## config.mk

```make
export PLATFORM = sky130hd
export DESIGN_NAME = swpc_power_ctrl
export DESIGN_NICKNAME = d
export VERILOG_FILES = /design/src/hdl/swpc_power_ctrl.v /design/src/hdl/swpc_retention_mem.v
export VERILOG_INCLUDE_DIRS = /design/src /design/src/hdl
export SDC_FILE = /design/constraint.sdc
export NUM_CORES = 2
export LEC_CHECK = 0
export BUFFER_PORTS_ARGS = -buffer_cell sky130_fd_sc_hd__buf_2
export CAP_MARGIN = 20
export CORE_MARGIN = 2
export CORE_UTILIZATION = 35
export DETAILED_ROUTE_END_ITERATION = 16
export PLACE_DENSITY = 0.52
export SLEW_MARGIN = 20
export SYNTH_ARGS = -nofsm -noshare
export SYNTH_HDL_FRONTEND = slang
export SYNTH_SLANG_ARGS = --single-unit
```

## constraint.sdc

```tcl
create_clock -name aclk -period 6 [get_ports aclk]
set_clock_uncertainty 0.15 [all_clocks]
set_input_delay 1.2 -clock aclk [delete_from_list [all_inputs] [get_ports aclk]]
set_output_delay 1.2 -clock aclk [all_outputs]
set_load 0.005 [all_outputs]
```

## src/hdl/swpc_consts.vh

```
`ifndef SWPC_CONSTS_VH
`define SWPC_CONSTS_VH
// register byte offsets
`define SWPC_REG_CTRL 12'h000
`define SWPC_REG_STATUS 12'h004
`define SWPC_REG_WAKECFG 12'h008
`define SWPC_REG_RTC_LO 12'h00C
`define SWPC_REG_RTC_HI 12'h010
`define SWPC_REG_CMP_LO 12'h014
`define SWPC_REG_CMP_HI 12'h018
`define SWPC_REG_SLOWINC 12'h01C
`define SWPC_REG_SLEEPCFG 12'h020
`define SWPC_REG_MEM_BASE 12'h100
`define SWPC_REG_MEM_LAST 12'h17C
// ctrl fields
`define SWPC_CTRL_SLEEP 0
// wakecfg fields
`define SWPC_WK_PIN_EN 0
`define SWPC_WK_PIN_POL 1
`define SWPC_WK_RTC_EN 2
`define SWPC_WK_USB_EN 3
`define SWPC_WK_SLOW_EN 4
// sleepcfg fields
`define SWPC_SC_SUPPLY_LSB 0
`define SWPC_SC_PFM 4
`define SWPC_SC_CLKMASK 5
`define SWPC_SC_RESET 6
// reset values
`define SWPC_SLOWINC_RST 32'h00000140
`define SWPC_SLEEPCFG_RST 32'h0000000F
`define SWPC_WAKECFG_RST 32'h00000000
// timing
`define SWPC_CLK_HZ 10000000
`define SWPC_SLOW_HZ 31250
`define SWPC_SLOW_DIV (`SWPC_CLK_HZ / `SWPC_SLOW_HZ)
`define SWPC_STEP_NS 1000
`define SWPC_STEP_CYC ((`SWPC_STEP_NS * (`SWPC_CLK_HZ / 1000000) + 999) / 1000)
// state codes
`define SWPC_ST_AWAKE 3'h0
`define SWPC_ST_S_CLK 3'h1
`define SWPC_ST_S_RST 3'h2
`define SWPC_ST_S_PWR 3'h3
`define SWPC_ST_ASLEEP 3'h4
`define SWPC_ST_W_PWR 3'h5
`define SWPC_ST_W_RST 3'h6
`define SWPC_ST_W_CLK 3'h7
`endif

```

## src/hdl/swpc_power_ctrl.v

```verilog
// Behaviour
// - quiescent and running states joined only through sequencing states
// - sleep begins on control register write or usb standby request
// - wake stimuli act only in the asleep state
// - wake seen during sleep entry is held and acted on when asleep
// - wake pin, software picks assertion or deassertion as trigger
// - wake when 64-bit counter reaches programmed compare value
// - usb host wakeup exits sleep when usb wake enabled
// - awake, counter adds one per main clock tick
// - asleep, counter may add programmable increment per slow tick
// - asleep powers down digital node, wake logic and counter stay on
// - 128 byte retention memory written before sleep, read after wake
// - power-good loss during either transition, outside the wake power-up step, issues full system reset
// - watchdog enabled and clocked only while awake
// - switched io supply on only while awake
//
// The implementer's own choices: the AXI4-Lite register port and the register addresses.
`timescale 1ns/1ps
`default_nettype none
`include "swpc_consts.vh"
module swpc_power_ctrl (
  // clock and reset
  input wire aclk,
  input wire aresetn,
  // axi4-lite write address
  input wire [11:0] s_axi_awaddr,
  input wire s_axi_awvalid,
  output wire s_axi_awready,
  // axi4-lite write data
  input wire [31:0] s_axi_wdata,
  input wire [3:0] s_axi_wstrb,
  input wire s_axi_wvalid,
  output wire s_axi_wready,
  // axi4-lite write response
  output reg [1:0] s_axi_bresp,
  output reg s_axi_bvalid,
  input wire s_axi_bready,
  // axi4-lite read address
  input wire [11:0] s_axi_araddr,
  input wire s_axi_arvalid,
  output wire s_axi_arready,
  // axi4-lite read data
  output reg [31:0] s_axi_rdata,
  output reg [1:0] s_axi_rresp,
  output reg s_axi_rvalid,
  input wire s_axi_rready,
  // wake and sleep sources
  input wire usb_standby_req,
  input wire usb_wake_req,
  input wire wake_pin,
  input wire [3:0] power_good,
  // power controls
  output reg digital_node_power_q,
  output reg clock_mask_q,
  output reg core_reset_q,
  output reg [3:0] supply_enable_q,
  output reg pulse_frequency_mode_q,
  output reg switched_io_supply_q,
  output reg watchdog_enable_q,
  output reg system_reset_q,
  output reg [2:0] power_state_q
);
  // decoded handshake
  reg [11:0] wr_addr_q;
  reg aw_held_q;
  reg [31:0] wr_data_q;
  reg [3:0] wr_strb_q;
  reg w_held_q;
  reg rd_pend_q;
  reg [11:0] rd_addr_q;
  // registers
  reg [31:0] wake_cfg_q;
  reg [63:0] rtc_q;
  reg [63:0] cmp_q;
  reg [31:0] slow_inc_q;
  reg [31:0] sleep_cfg_q;
  reg sleep_req_q;
  reg wake_pend_q;
  reg pin_prev_q;
  reg [15:0] slow_cnt_q;
  reg slow_tick_q;
  reg [7:0] step_cnt_q;
  reg [2:0] state_d;
  reg [31:0] rd_mux;
  wire [31:0] mem_rdata;
  wire wr_go;
  wire mem_wr_hit;
  wire asleep;
  wire pg_all;
  wire step_done;
  wire pin_edge;
  wire rtc_hit;
  wire wake_now;
  localparam [31:0] STEP_LOAD = `SWPC_STEP_CYC - 1, SLOW_LAST = `SWPC_SLOW_DIV - 1;

  function is_mem;
    input [11:0] a;
    begin
      is_mem = (a >= `SWPC_REG_MEM_BASE) && (a <= `SWPC_REG_MEM_LAST);
    end
  endfunction

  function is_reg;
    input [11:0] a;
    begin
      is_reg = is_mem(a) || (a <= `SWPC_REG_SLEEPCFG && a[1:0] == 2'h0);
    end
  endfunction

  function [31:0] merge;
    input [31:0] old;
    input [31:0] nw;
    input [3:0] st;
    integer i;
    begin
      merge = old;
      for (i = 0; i < 4; i = i + 1) begin
        if (st[i]) begin
          merge[8*i +: 8] = nw[8*i +: 8];
        end
      end
    end
  endfunction

  // axi write channel capture, either order
  assign s_axi_awready = !aw_held_q && !s_axi_bvalid;
  assign s_axi_wready = !w_held_q && !s_axi_bvalid;
  assign wr_go = aw_held_q && w_held_q && !s_axi_bvalid;
  assign mem_wr_hit = wr_go && is_mem(wr_addr_q);
  assign s_axi_arready = !rd_pend_q && !s_axi_rvalid;

  always @(posedge aclk) begin
    if (!aresetn) begin
      aw_held_q <= 1'b0;
      w_held_q <= 1'b0;
      wr_addr_q <= 12'h000;
      wr_data_q <= 32'h00000000;
      wr_strb_q <= 4'h0;
      s_axi_bvalid <= 1'b0;
      s_axi_bresp <= 2'h0;
    end else begin
      if (s_axi_awvalid && s_axi_awready) begin
        aw_held_q <= 1'b1;
        wr_addr_q <= {s_axi_awaddr[11:2], 2'h0};
      end
      if (s_axi_wvalid && s_axi_wready) begin
        w_held_q <= 1'b1;
        wr_data_q <= s_axi_wdata;
        wr_strb_q <= s_axi_wstrb;
      end
      if (wr_go) begin
        aw_held_q <= 1'b0;
        w_held_q <= 1'b0;
        s_axi_bvalid <= 1'b1;
        s_axi_bresp <= is_reg(wr_addr_q) ? 2'h0 : 2'h2;
      end else if (s_axi_bvalid && s_axi_bready) begin
        s_axi_bvalid <= 1'b0;
      end
    end
  end

  // retention memory
  swpc_retention_mem u_mem (
    .aclk(aclk),
    .we(mem_wr_hit),
    .waddr(wr_addr_q[6:2]),
    .wdata(wr_data_q),
    .wstrb(wr_strb_q),
    .raddr((s_axi_arvalid && s_axi_arready) ? s_axi_araddr[6:2] : rd_addr_q[6:2]),
    .rdata_q(mem_rdata)
  );

  // read mux
  always @* begin
    case (rd_addr_q)
      `SWPC_REG_CTRL: rd_mux = {31'h0, sleep_req_q};
      `SWPC_REG_STATUS: rd_mux = {27'h0, wake_pend_q, pg_all, power_state_q};
      `SWPC_REG_WAKECFG: rd_mux = wake_cfg_q;
      `SWPC_REG_RTC_LO: rd_mux = rtc_q[31:0];
      `SWPC_REG_RTC_HI: rd_mux = rtc_q[63:32];
      `SWPC_REG_CMP_LO: rd_mux = cmp_q[31:0];
      `SWPC_REG_CMP_HI: rd_mux = cmp_q[63:32];
      `SWPC_REG_SLOWINC: rd_mux = slow_inc_q;
      `SWPC_REG_SLEEPCFG: rd_mux = sleep_cfg_q;
      default: rd_mux = is_mem(rd_addr_q) ? mem_rdata : 32'h00000000;
    endcase
  end

  // read channel: address cycle, memory cycle, answer
  always @(posedge aclk) begin
    if (!aresetn) begin
      rd_pend_q <= 1'b0;
      rd_addr_q <= 12'h000;
      s_axi_rvalid <= 1'b0;
      s_axi_rdata <= 32'h00000000;
      s_axi_rresp <= 2'h0;
    end else begin
      if (s_axi_arvalid && s_axi_arready) begin
        rd_pend_q <= 1'b1;
        rd_addr_q <= {s_axi_araddr[11:2], 2'h0};
      end else if (rd_pend_q) begin
        rd_pend_q <= 1'b0;
        s_axi_rvalid <= 1'b1;
        s_axi_rdata <= rd_mux;
        s_axi_rresp <= is_reg(rd_addr_q) ? 2'h0 : 2'h2;
      end else if (s_axi_rvalid && s_axi_rready) begin
        s_axi_rvalid <= 1'b0;
      end
    end
  end

  // sequencing helpers
  assign asleep = (power_state_q == `SWPC_ST_ASLEEP);
  assign pg_all = &(power_good | ~supply_enable_q);
  assign step_done = (step_cnt_q == 8'h00);
  assign pin_edge = wake_cfg_q[`SWPC_WK_PIN_POL] ? (pin_prev_q && !wake_pin)
                                                 : (!pin_prev_q && wake_pin);
  assign rtc_hit = wake_cfg_q[`SWPC_WK_RTC_EN] && (rtc_q >= cmp_q);
  assign wake_now = wake_pend_q || (wake_cfg_q[`SWPC_WK_PIN_EN] && pin_edge) || rtc_hit ||
                    (wake_cfg_q[`SWPC_WK_USB_EN] && usb_wake_req);

  // next state, fixed order each way
  always @* begin
    state_d = power_state_q;
    case (power_state_q)
      `SWPC_ST_AWAKE: if (sleep_req_q || usb_standby_req) state_d = `SWPC_ST_S_CLK;
      `SWPC_ST_S_CLK: if (step_done) state_d = `SWPC_ST_S_RST;
      `SWPC_ST_S_RST: if (step_done) state_d = `SWPC_ST_S_PWR;
      `SWPC_ST_S_PWR: if (step_done) state_d = `SWPC_ST_ASLEEP;
      `SWPC_ST_ASLEEP: if (wake_now) state_d = `SWPC_ST_W_PWR;
      `SWPC_ST_W_PWR: if (step_done && pg_all) state_d = `SWPC_ST_W_RST;
      `SWPC_ST_W_RST: if (step_done) state_d = `SWPC_ST_W_CLK;
      `SWPC_ST_W_CLK: if (step_done) state_d = `SWPC_ST_AWAKE;
      default: state_d = `SWPC_ST_AWAKE;
    endcase
  end

  // control registers and state
  always @(posedge aclk) begin
    if (!aresetn) begin
      wake_cfg_q <= `SWPC_WAKECFG_RST;
      cmp_q <= 64'hFFFFFFFFFFFFFFFF;
      slow_inc_q <= `SWPC_SLOWINC_RST;
      sleep_cfg_q <= `SWPC_SLEEPCFG_RST;
      sleep_req_q <= 1'b0;
      wake_pend_q <= 1'b0;
      pin_prev_q <= 1'b0;
      power_state_q <= `SWPC_ST_AWAKE;
      step_cnt_q <= 8'h00;
      system_reset_q <= 1'b0;
    end else begin
      pin_prev_q <= wake_pin;
      system_reset_q <= 1'b0;
      if (wr_go) begin
        case (wr_addr_q)
          `SWPC_REG_CTRL: if (power_state_q == `SWPC_ST_AWAKE && wr_strb_q[0])
            sleep_req_q <= wr_data_q[`SWPC_CTRL_SLEEP];
          `SWPC_REG_WAKECFG: wake_cfg_q <= merge(wake_cfg_q, wr_data_q, wr_strb_q);
          `SWPC_REG_CMP_LO: cmp_q[31:0] <= merge(cmp_q[31:0], wr_data_q, wr_strb_q);
          `SWPC_REG_CMP_HI: cmp_q[63:32] <= merge(cmp_q[63:32], wr_data_q, wr_strb_q);
          `SWPC_REG_SLOWINC: slow_inc_q <= merge(slow_inc_q, wr_data_q, wr_strb_q);
          `SWPC_REG_SLEEPCFG: sleep_cfg_q <= merge(sleep_cfg_q, wr_data_q, wr_strb_q);
          default: ;
        endcase
      end
      // pending wake gathered during sleep entry, power-good reset clear wins over set
      if (power_state_q >= `SWPC_ST_S_CLK && power_state_q <= `SWPC_ST_S_PWR) begin
        if ((wake_cfg_q[`SWPC_WK_PIN_EN] && pin_edge) || rtc_hit ||
            (wake_cfg_q[`SWPC_WK_USB_EN] && usb_wake_req)) begin
          wake_pend_q <= 1'b1;
        end
      end else if (power_state_q == `SWPC_ST_ASLEEP) begin
        wake_pend_q <= 1'b0;
      end
      if (power_state_q != state_d) begin
        step_cnt_q <= STEP_LOAD[7:0];
      end else if (!step_done) begin
        step_cnt_q <= step_cnt_q - 8'h01;
      end
      if (power_state_q != `SWPC_ST_AWAKE && power_state_q != `SWPC_ST_ASLEEP && !asleep &&
          !pg_all && power_state_q != `SWPC_ST_W_PWR) begin
        system_reset_q <= 1'b1;
        power_state_q <= `SWPC_ST_AWAKE;
        sleep_req_q <= 1'b0;
        wake_pend_q <= 1'b0;
      end else begin
        power_state_q <= state_d;
        if (power_state_q == `SWPC_ST_S_CLK) begin
          sleep_req_q <= 1'b0;
        end
      end
    end
  end

  // real-time counter
  always @(posedge aclk) begin
    if (!aresetn) begin
      rtc_q <= 64'h0000000000000000;
      slow_cnt_q <= 16'h0000;
      slow_tick_q <= 1'b0;
    end else begin
      slow_tick_q <= 1'b0;
      if (slow_cnt_q == SLOW_LAST[15:0]) begin
        slow_cnt_q <= 16'h0000;
        slow_tick_q <= 1'b1;
      end else begin
        slow_cnt_q <= slow_cnt_q + 16'h0001;
      end
      if (wr_go && wr_addr_q == `SWPC_REG_RTC_LO) begin
        rtc_q[31:0] <= merge(rtc_q[31:0], wr_data_q, wr_strb_q);
      end else if (wr_go && wr_addr_q == `SWPC_REG_RTC_HI) begin
        rtc_q[63:32] <= merge(rtc_q[63:32], wr_data_q, wr_strb_q);
      end else if (asleep && wake_cfg_q[`SWPC_WK_SLOW_EN]) begin
        if (slow_tick_q) begin
          rtc_q <= rtc_q + {32'h0, slow_inc_q};
        end
      end else begin
        rtc_q <= rtc_q + 64'h1;
      end
    end
  end

  // power outputs per state
  always @(posedge aclk) begin
    if (!aresetn) begin
      digital_node_power_q <= 1'b1;
      clock_mask_q <= 1'b0;
      core_reset_q <= 1'b0;
      supply_enable_q <= 4'hF;
      pulse_frequency_mode_q <= 1'b0;
      switched_io_supply_q <= 1'b1;
      watchdog_enable_q <= 1'b1;
    end else begin
      switched_io_supply_q <= (state_d == `SWPC_ST_AWAKE);
      watchdog_enable_q <= (state_d == `SWPC_ST_AWAKE);
      case (state_d)
        `SWPC_ST_S_CLK, `SWPC_ST_W_CLK: begin
          clock_mask_q <= sleep_cfg_q[`SWPC_SC_CLKMASK];
          core_reset_q <= 1'b0;
        end
        `SWPC_ST_S_RST, `SWPC_ST_W_RST: begin
          clock_mask_q <= sleep_cfg_q[`SWPC_SC_CLKMASK];
          core_reset_q <= sleep_cfg_q[`SWPC_SC_RESET];
          digital_node_power_q <= 1'b1;
          supply_enable_q <= 4'hF;
          pulse_frequency_mode_q <= 1'b0;
        end
        `SWPC_ST_S_PWR, `SWPC_ST_ASLEEP: begin
          digital_node_power_q <= 1'b0;
          supply_enable_q <= sleep_cfg_q[`SWPC_SC_SUPPLY_LSB +: 4];
          pulse_frequency_mode_q <= sleep_cfg_q[`SWPC_SC_PFM];
        end
        `SWPC_ST_W_PWR: begin
          digital_node_power_q <= 1'b1;
          supply_enable_q <= 4'hF;
          pulse_frequency_mode_q <= 1'b0;
        end
        default: begin
          digital_node_power_q <= 1'b1;
          clock_mask_q <= 1'b0;
          core_reset_q <= 1'b0;
          supply_enable_q <= 4'hF;
          pulse_frequency_mode_q <= 1'b0;
        end
      endcase
    end
  end
endmodule // swpc_power_ctrl
`default_nettype wire

```

## src/hdl/swpc_retention_mem.v

```verilog
`timescale 1ns/1ps
`default_nettype none
module swpc_retention_mem (
  // clock
  input wire aclk,
  // write port
  input wire we,
  input wire [4:0] waddr,
  input wire [31:0] wdata,
  input wire [3:0] wstrb,
  // read port
  input wire [4:0] raddr,
  output reg [31:0] rdata_q
);
  wire [31:0] rd_word;
  genvar g;
  generate
    for (g = 0; g < 4; g = g + 1) begin : lane
      reg [7:0] mem [0:31];
      always @(posedge aclk) begin
        if (we && wstrb[g]) begin
          mem[waddr] <= wdata[8*g+7:8*g];
        end
      end
      assign rd_word[8*g+7:8*g] = mem[raddr];
    end
  endgenerate
  always @(posedge aclk) begin
    rdata_q <= rd_word;
  end
endmodule // swpc_retention_mem
`default_nettype wire

```

# Word-level counts from Yosys, hierarchy flattened
# Memory sizes are Yosys's and may differ from the RTL's. A register that Yosys moved wholly into a read port is not among the register bits.
# Index checks and enable logic that the tools add are counted.
totals:
  register_bits: 362
  latchBits: 0
  ramBits: 1024
  romBits: 0
  inputBits: 74
  output_inout_bits: 55
  memories: 4
op_classes:
  add_sub_neg: 4
  n_mul: 0
  n_div: 0
  order_cmp: 9
  eq_ne: 46
  shift: 0
  muxes: 49
  bitwise_logic: 5
  n_reduce_logical: 101
memory_table:
  columns: ["memory", "words", "word_bits", "rd", "rd_ports_with_merged_regs", "write_ports", "line_no", "text"]
  rows:
  - ["u_mem.lane[0].mem", 32, 8, 1, 1, 1, "swpc_retention_mem.v:19", "reg [7:0] mem [0:31];"]
  - ["u_mem.lane[1].mem", 32, 8, 1, 1, 1, "swpc_retention_mem.v:19", null]
  - ["u_mem.lane[2].mem", 32, 8, 1, 1, 1, "swpc_retention_mem.v:19", null]
  - ["u_mem.lane[3].mem", 32, 8, 1, 1, 1, "swpc_retention_mem.v:19", null]
ops:
  columns: ["operator", "count"]
  rows:
  - ["$pmux W32 S9", 1]
  - ["$mux W32", 4]
  - ["$mux W64", 2]
  - ["$reduce_and A3 Y1", 29]
  - ["$eq A10 B3 Y1 const B", 8]
  - ["$add A64 B1 Y64 const B", 1]
  - ["$add A64 B32 Y64", 1]
  - ["$ge A64 B64 Y1", 1]
  - ["$eq A10 B2 Y1 const B", 4]
  - ["$logic_and A1 B1 Y1", 32]
  - ["$mux W8", 4]
  - ["$eq A3 B3 Y1 const B", 8]
  - ["$ge A12 B9 Y1 const B", 2]
  - ["$le A12 B6 Y1 const B", 2]
  - ["$le A12 B9 Y1 const B", 2]
  - ["$logic_not A12 Y1", 2]
  - ["$mux W3", 8]
  - ["$pmux W3 S8", 1]
  - ["$eq A10 B4 Y1 const B", 2]
  - ["$mux W1", 19]
  - ["$ne A2 B2 Y1 const B", 9]
  - ["$add A16 B1 Y16 const B", 1]
  - ["$eq A16 B9 Y1 const B", 1]
  - ["$reduce_or A2 Y1", 7]
  - ["other kinds (27)", 63]

# Longest topological paths before layout
depth:
  word_depth: 12
  ltp_mapped: 16
  depth_no_buf: 15

# Cells and area by module
# A second synthesis with hierarchy kept.
unflattened:
  cells_unflattened: 4961
  hier_area_um2: 60854.6
by_module_without_submodules:
  columns: ["mod", "instances", "cells_per_inst", "area_per_inst_um2"]
  rows:
  - ["swpc_retention_mem", 1, 2406, 41031.9]
  - ["swpc_power_ctrl", 1, 2555, 19822.8]

# Least setup slack after synthesis
# OpenSTA, ideal clock, no wires.
synth_path:
  kind: "reg2reg"
  startpoint: "register power_state_q[0]"
  endpoint: "register rtc_q[55]"
  arrival_time_ns: 3.558
  slack_ns: 2.173
  stages_incl_launch_ff: 17
  n_path_buf: 3
  synth_period_minus_slack_ns: 3.827
  path_cell_list: "dfxtp_1 -> nor2_1 -> and3_1 -> clkbuf_1 -> and2_1 -> ha_1 -> clkbuf_2 -> a211oi_1 -> o21bai_1 -> a31oi_1 -> a211oi_1 -> a2111oi_2 -> and4b_1 -> buf_2 -> a41oi_1 -> nor2_1 -> o221a_2"
synth_between:
  elab_chain_len: 4
  elab_cells_between_ends: 6
synth_rtl:
  columns: ["item", "line_no", "text"]
  rows:
  - ["start: declaration", "swpc_power_ctrl.v:61", "output reg [2:0] power_state_q"]
  - ["start signal: assignment", "swpc_power_ctrl.v:248", "power_state_q <= `SWPC_ST_AWAKE;"]
  - ["start signal: assignment", "swpc_power_ctrl.v:283", "power_state_q <= `SWPC_ST_AWAKE;"]
  - ["start signal: assignment", "swpc_power_ctrl.v:287", "power_state_q <= state_d;"]
  - ["$eq A3 B3 Y1 *", null, null]
  - ["$logic_and A1 B1 Y1 *", "swpc_power_ctrl.v:313", "end else if (asleep && wake_cfg_q[`SWPC_WK_SLOW_EN]) begin"]
  - ["$ne A3 B3 Y1 (no source line) / $mux W64 (equally long branches)", null, null]
  - ["$reduce_and A3 Y1 (no source line) / $mux W32 (equally long branches)", null, null]
  - ["end signal: assignment", "swpc_power_ctrl.v:312", "rtc_q[63:32] <= merge(rtc_q[63:32], wr_data_q, wr_strb_q);"]
  - ["end signal: assignment", "swpc_power_ctrl.v:315", "rtc_q <= rtc_q + {32'h0, slow_inc_q};"]
  - ["end signal: assignment", "swpc_power_ctrl.v:318", "rtc_q <= rtc_q + 64'h1;"]
  - ["end: declaration", "swpc_power_ctrl.v:73", "reg [63:0] rtc_q;"]
# Mark *: on every way between the ends. The rest lies on a longest branch, timed or not.
# A chain may end at the register's enable or synchronous reset.

# Worst setup path after layout
layout_path:
  startpoint: "register power_state_q[1]"
  endpoint: "register rtc_q[53]"
# Same word-level chain as after synthesis.

==> metrics.log <==
INFO  metric drt_first_iter_violations = 3,974
INFO  metric power-per-cell-area = 326 nW/µm²
INFO  metric holdPathEnd = clock_mask_q
INFO  metric critical_path.max_fanout = 15
INFO  metric dr.pass1.iters = 8
INFO  metric nets = 4,716
INFO  metric initial_utilization = 35.2%
INFO  metric io_buffer_count = 122
INFO  metric tritoncts = built
INFO  metric post-route-drc-count = 0
INFO  metric largest_family_of_logic_cells_by_synthesized_area = multiplexers
INFO  metric met2_wirelength = 86,600 µm
INFO  metric timing.critical_path.arrival = 5780 ps
INFO  metric synth-seq-cells = 1,416
INFO  metric synthesis.area = 59,500 µm²
INFO  metric r2r-start = power_state_q[1]
INFO  metric grt_pass1_wl = 258,000 µm
INFO  metric irDropWorstVdd = 0.311 mV
INFO  metric yosys-mux-area-fraction = 11.6%
INFO  metric unrepaired_setup_endpoints_after_global_routing = false
INFO  metric detail_route.wirelength = 178,000 µm
INFO  metric m1WireLength = 73,500 µm
INFO  metric core.rowCount = 151
INFO  metric clock-root-buffer = sky130_fd_sc_hd__clkbuf_16
INFO  metric sequential_area_share_after_synthesis = 64.9%
INFO  metric post_cts_buffers = 0
INFO  metric worst_slew_pin_tran = 1170 ps
INFO  metric hold_critical_path_depth = 2
INFO  metric vias = 37,700
INFO  metric drt-wirelength-per-cell = 25.9 µm
INFO  metric ant_nets = 0
INFO  metric yosys.area_share.simple = 10.5%
INFO  metric finalCritPeriodShare = 87.6%
INFO  metric avgSynthCellArea = 13.4 µm²
INFO  metric worstHoldStart = clock_mask_q
INFO  metric grt_pass1_vias = 37,200
INFO  metric cts_buffers = 152
INFO  metric p_leak = 0.0238 µW
INFO  metric max_slew_margin = 21.3%
INFO  metric clock_tree.htree_level_count = 4
INFO  metric synthCells = 4,444
INFO  metric synth_compound_gate_area_share = 7.76%
INFO  metric cp_data_required_time = 6530 ps
INFO  metric cts.reportedPaths.clkPinSlew = 60 ps
INFO  metric pre_cts_slack = 846 ps
INFO  metric areaGrowthSynthToFinish = 14.1%
INFO  metric drive_above_1_share = 16.1%
INFO  metric clock_sinks = 1,416
INFO  metric achievable-frequency = 0.190 GHz
INFO  metric met3WireLength = 10,700 µm
INFO  metric ff2ff_setup_slack = 740 ps
INFO  metric fin_tns_setup = 0 ps
INFO  metric reg2reg_capture_point = rtc_q[53]
INFO  metric timing.critical_path.slowest_stage_cell = sky130_fd_sc_hd__a211oi_1
INFO  metric gr-total-overflow = 0
INFO  metric cts-hold-fix-buffers = 0
INFO  metric yosys.area_share.xor_xnor = 0.707%
INFO  metric hold_violations = 0
INFO  metric synth_async_sr_flop_share = 0%
INFO  metric synth_warnings = 0
INFO  metric timing_max_transition_violations_final = 0
INFO  metric total_of_cells_resized_after_clock_tree_synthesis = 0
INFO  metric grt_antenna_before_repair = 2
INFO  metric globalRouteTotalUtil = 20.4%
INFO  metric crit_path_end_kind = register
INFO  metric synth_cell_type_count = 84
INFO  metric via_per_inst = 5.47
INFO  metric cp_cell_sequence = nor2_1 -> and3_1 -> and2_1 -> ha_1 -> o21ai_0 -> o21ai_0 -> nand4_1 -> a211oi_1 -> a2111oi_2 -> and4b_1 -> nand2_1 -> o22a_1 -> o221a_2
INFO  metric path_depth = 13
INFO  metric gp_routability_congestion = 0.838
INFO  metric cp-startpoint = power_state_q[1]
INFO  metric critical_path.max_stage_delay = 710 ps
INFO  metric die_height = 416 µm
INFO  metric synth-edff-count = 1,024
INFO  metric worstRegToRegCells = 13
INFO  metric startpoint_type = register
INFO  metric routed.top_layer = met4
INFO  metric worst_hold_path_type = register to register
INFO  metric critical-path-top-delay-family = simple AND/OR/NAND/NOR gates
INFO  metric critical_path.most_common_cell = sky130_fd_sc_hd__o21ai_0
INFO  metric synth-main-ff-cell = sky130_fd_sc_hd__edfxtp_1
INFO  metric cts_max_path_buffers = 3
INFO  metric path_class = register to register
INFO  metric latest_clock_arrival_within_the_worst_skew_pair = 800 ps
INFO  metric pin_count_of_the_biggest_net_entering_global_routing = 102
INFO  metric io_pins = 129
INFO  metric status = finished, final reports clean
INFO  metric timing.final.crit_period = 5260 ps
INFO  metric area_of_the_core = 169,000 µm²
INFO  metric setup_viol = 0
INFO  metric critPathBufInv = 0
INFO  metric placed_cells = 6,603
INFO  metric hpwl = 116,000 µm
INFO  metric floorplan.die.width = 416 µm
INFO  metric layout_cells_excl_fill = 6,886
INFO  metric setup_slack = 743 ps
INFO  metric yosys.area_share.adder = 2.12%
INFO  metric cap_violations = 0
INFO  metric design.die.area = 173,000 µm²
layout by cell type, fill, tap and decap left out, drive strengths merged, types with 27 or more instances in the layout:
cell	count
a222oi	27
o211ai	78
mux4	256
mux2i	113
clkinv	54
dfxtp	392
nand3	206
nand2	697
a221o	29
clkbuf	200
a221oi	42
edfxtp	1024
o21ai	142
a21oi	183
nor2	374
and2	42
ha	99
inv	94
buf	225
cells in the mapped netlist, types with 26 or more instances:
cell | n | area (µm²)
sky130_fd_sc_hd__edfxtp_1 | 1024 | 30700
sky130_fd_sc_hd__inv_1 | 86 | 323
sky130_fd_sc_hd__nand3_1 | 205 | 1030
sky130_fd_sc_hd__mux4_2 | 256 | 5770
sky130_fd_sc_hd__a221oi_1 | 41 | 359
sky130_fd_sc_hd__a221o_1 | 29 | 290
sky130_fd_sc_hd__nand4_1 | 26 | 163
sky130_fd_sc_hd__o211ai_1 | 78 | 586
sky130_fd_sc_hd__clkbuf_1 | 217 | 815
sky130_fd_sc_hd__mux2i_1 | 113 | 1130
sky130_fd_sc_hd__ha_1 | 99 | 1240
sky130_fd_sc_hd__nand2_1 | 697 | 2620
sky130_fd_sc_hd__a222oi_1 | 27 | 270
sky130_fd_sc_hd__and2_1 | 42 | 263
sky130_fd_sc_hd__dfxtp_1 | 392 | 7850
sky130_fd_sc_hd__o21ai_0 | 134 | 671
sky130_fd_sc_hd__buf_2 | 36 | 180
sky130_fd_sc_hd__nor2_1 | 373 | 1400
sky130_fd_sc_hd__a21oi_1 | 182 | 911
worst max path at each step:
stage / to / slack [ps]
after floorplan: rtc_q[55] / 2170
after global placement: rtc_q[53] / 940
after detailed placement: rtc_q[53] / 850
after CTS: rtc_q[53] / 830
after global routing: rtc_q[53] / 400
final: rtc_q[53] / 740
through the flow:
step	cell area, µm²	hold slack (ps)	util [%]	total power [µW]
finish	67900	307	40.1	22100
global route	67800	341	40.1	22800
CTS	67800	311	40.1	22300
detailed placement	62800	301	37.2	12900
global placement	62800	297	37.1	12900
floorplan	59500	276	-	12100
sequential cells by signal (all words and copies together) (netlist names), 3 cells and up:
name             count
u_mem.lane.mem    1024
s_axi_rdata         32
wr_data_q           32
cmp_q               64
u_mem.rdata_q       32
supply_enable_q      4
slow_cnt_q          16
wr_strb_q            4
wake_cfg_q          32
slow_inc_q          32
wr_addr_q           10
sleep_cfg_q         32
rtc_q               64
rd_addr_q           10
step_cnt_q           8
power_state_q        3
worst reg2reg max path: stages, from the launching register on:
cell,delay (ps)
sky130_fd_sc_hd__dfxtp_1,460
sky130_fd_sc_hd__nor2_1,420
sky130_fd_sc_hd__and3_1,580
sky130_fd_sc_hd__and2_1,210
sky130_fd_sc_hd__ha_1,220
sky130_fd_sc_hd__o21ai_0,120
sky130_fd_sc_hd__o21ai_0,540
sky130_fd_sc_hd__nand4_1,300
sky130_fd_sc_hd__a211oi_1,720
sky130_fd_sc_hd__a2111oi_2,210
sky130_fd_sc_hd__and4b_1,580
sky130_fd_sc_hd__nand2_1,180
sky130_fd_sc_hd__o22a_1,210
sky130_fd_sc_hd__o221a_2,260
where the power goes:
part	leakage [µW]	total, µW	switching [µW]	internal (µW)
combinational	0.00900	1830	1150	675
sequential	0.0123	10900	239	10600
clock	0.00242	9400	3970	5420
logic make-up (layout without fill, tap and decap cells):
kind of cell,Yosys count,count (layout)
AO/OA/AOI/OAI,682,682
XOR/XNOR,48,48
adder cells (fa/ha/maj),100,100
buffers and inverters,369,590
flip-flops,1416,1416
multiplexers,369,369
other,1,4
AND/OR/NAND/NOR,1459,1459
per-layer routing:
metal | vias up | GRT usage, %
li1 | 17000 | -
met1 | 19200 | 26.4
met2 | 1180 | 33.9
met3 | 288 | 3.32
met4 | 0 | 8.32
met5 | - | 0
area by class of cell:
cell class	count	area, µm²
antenna	2	5.00
clock buffer	200	4150
clock inverter	78	830
fill	15800	101000
inverter	87	332
multi-input combinational	2660	19600
sequential	1416	38600
tap	2218	2780
timing repair buffer	225	1570
Power figures use the tool's default switching activity.
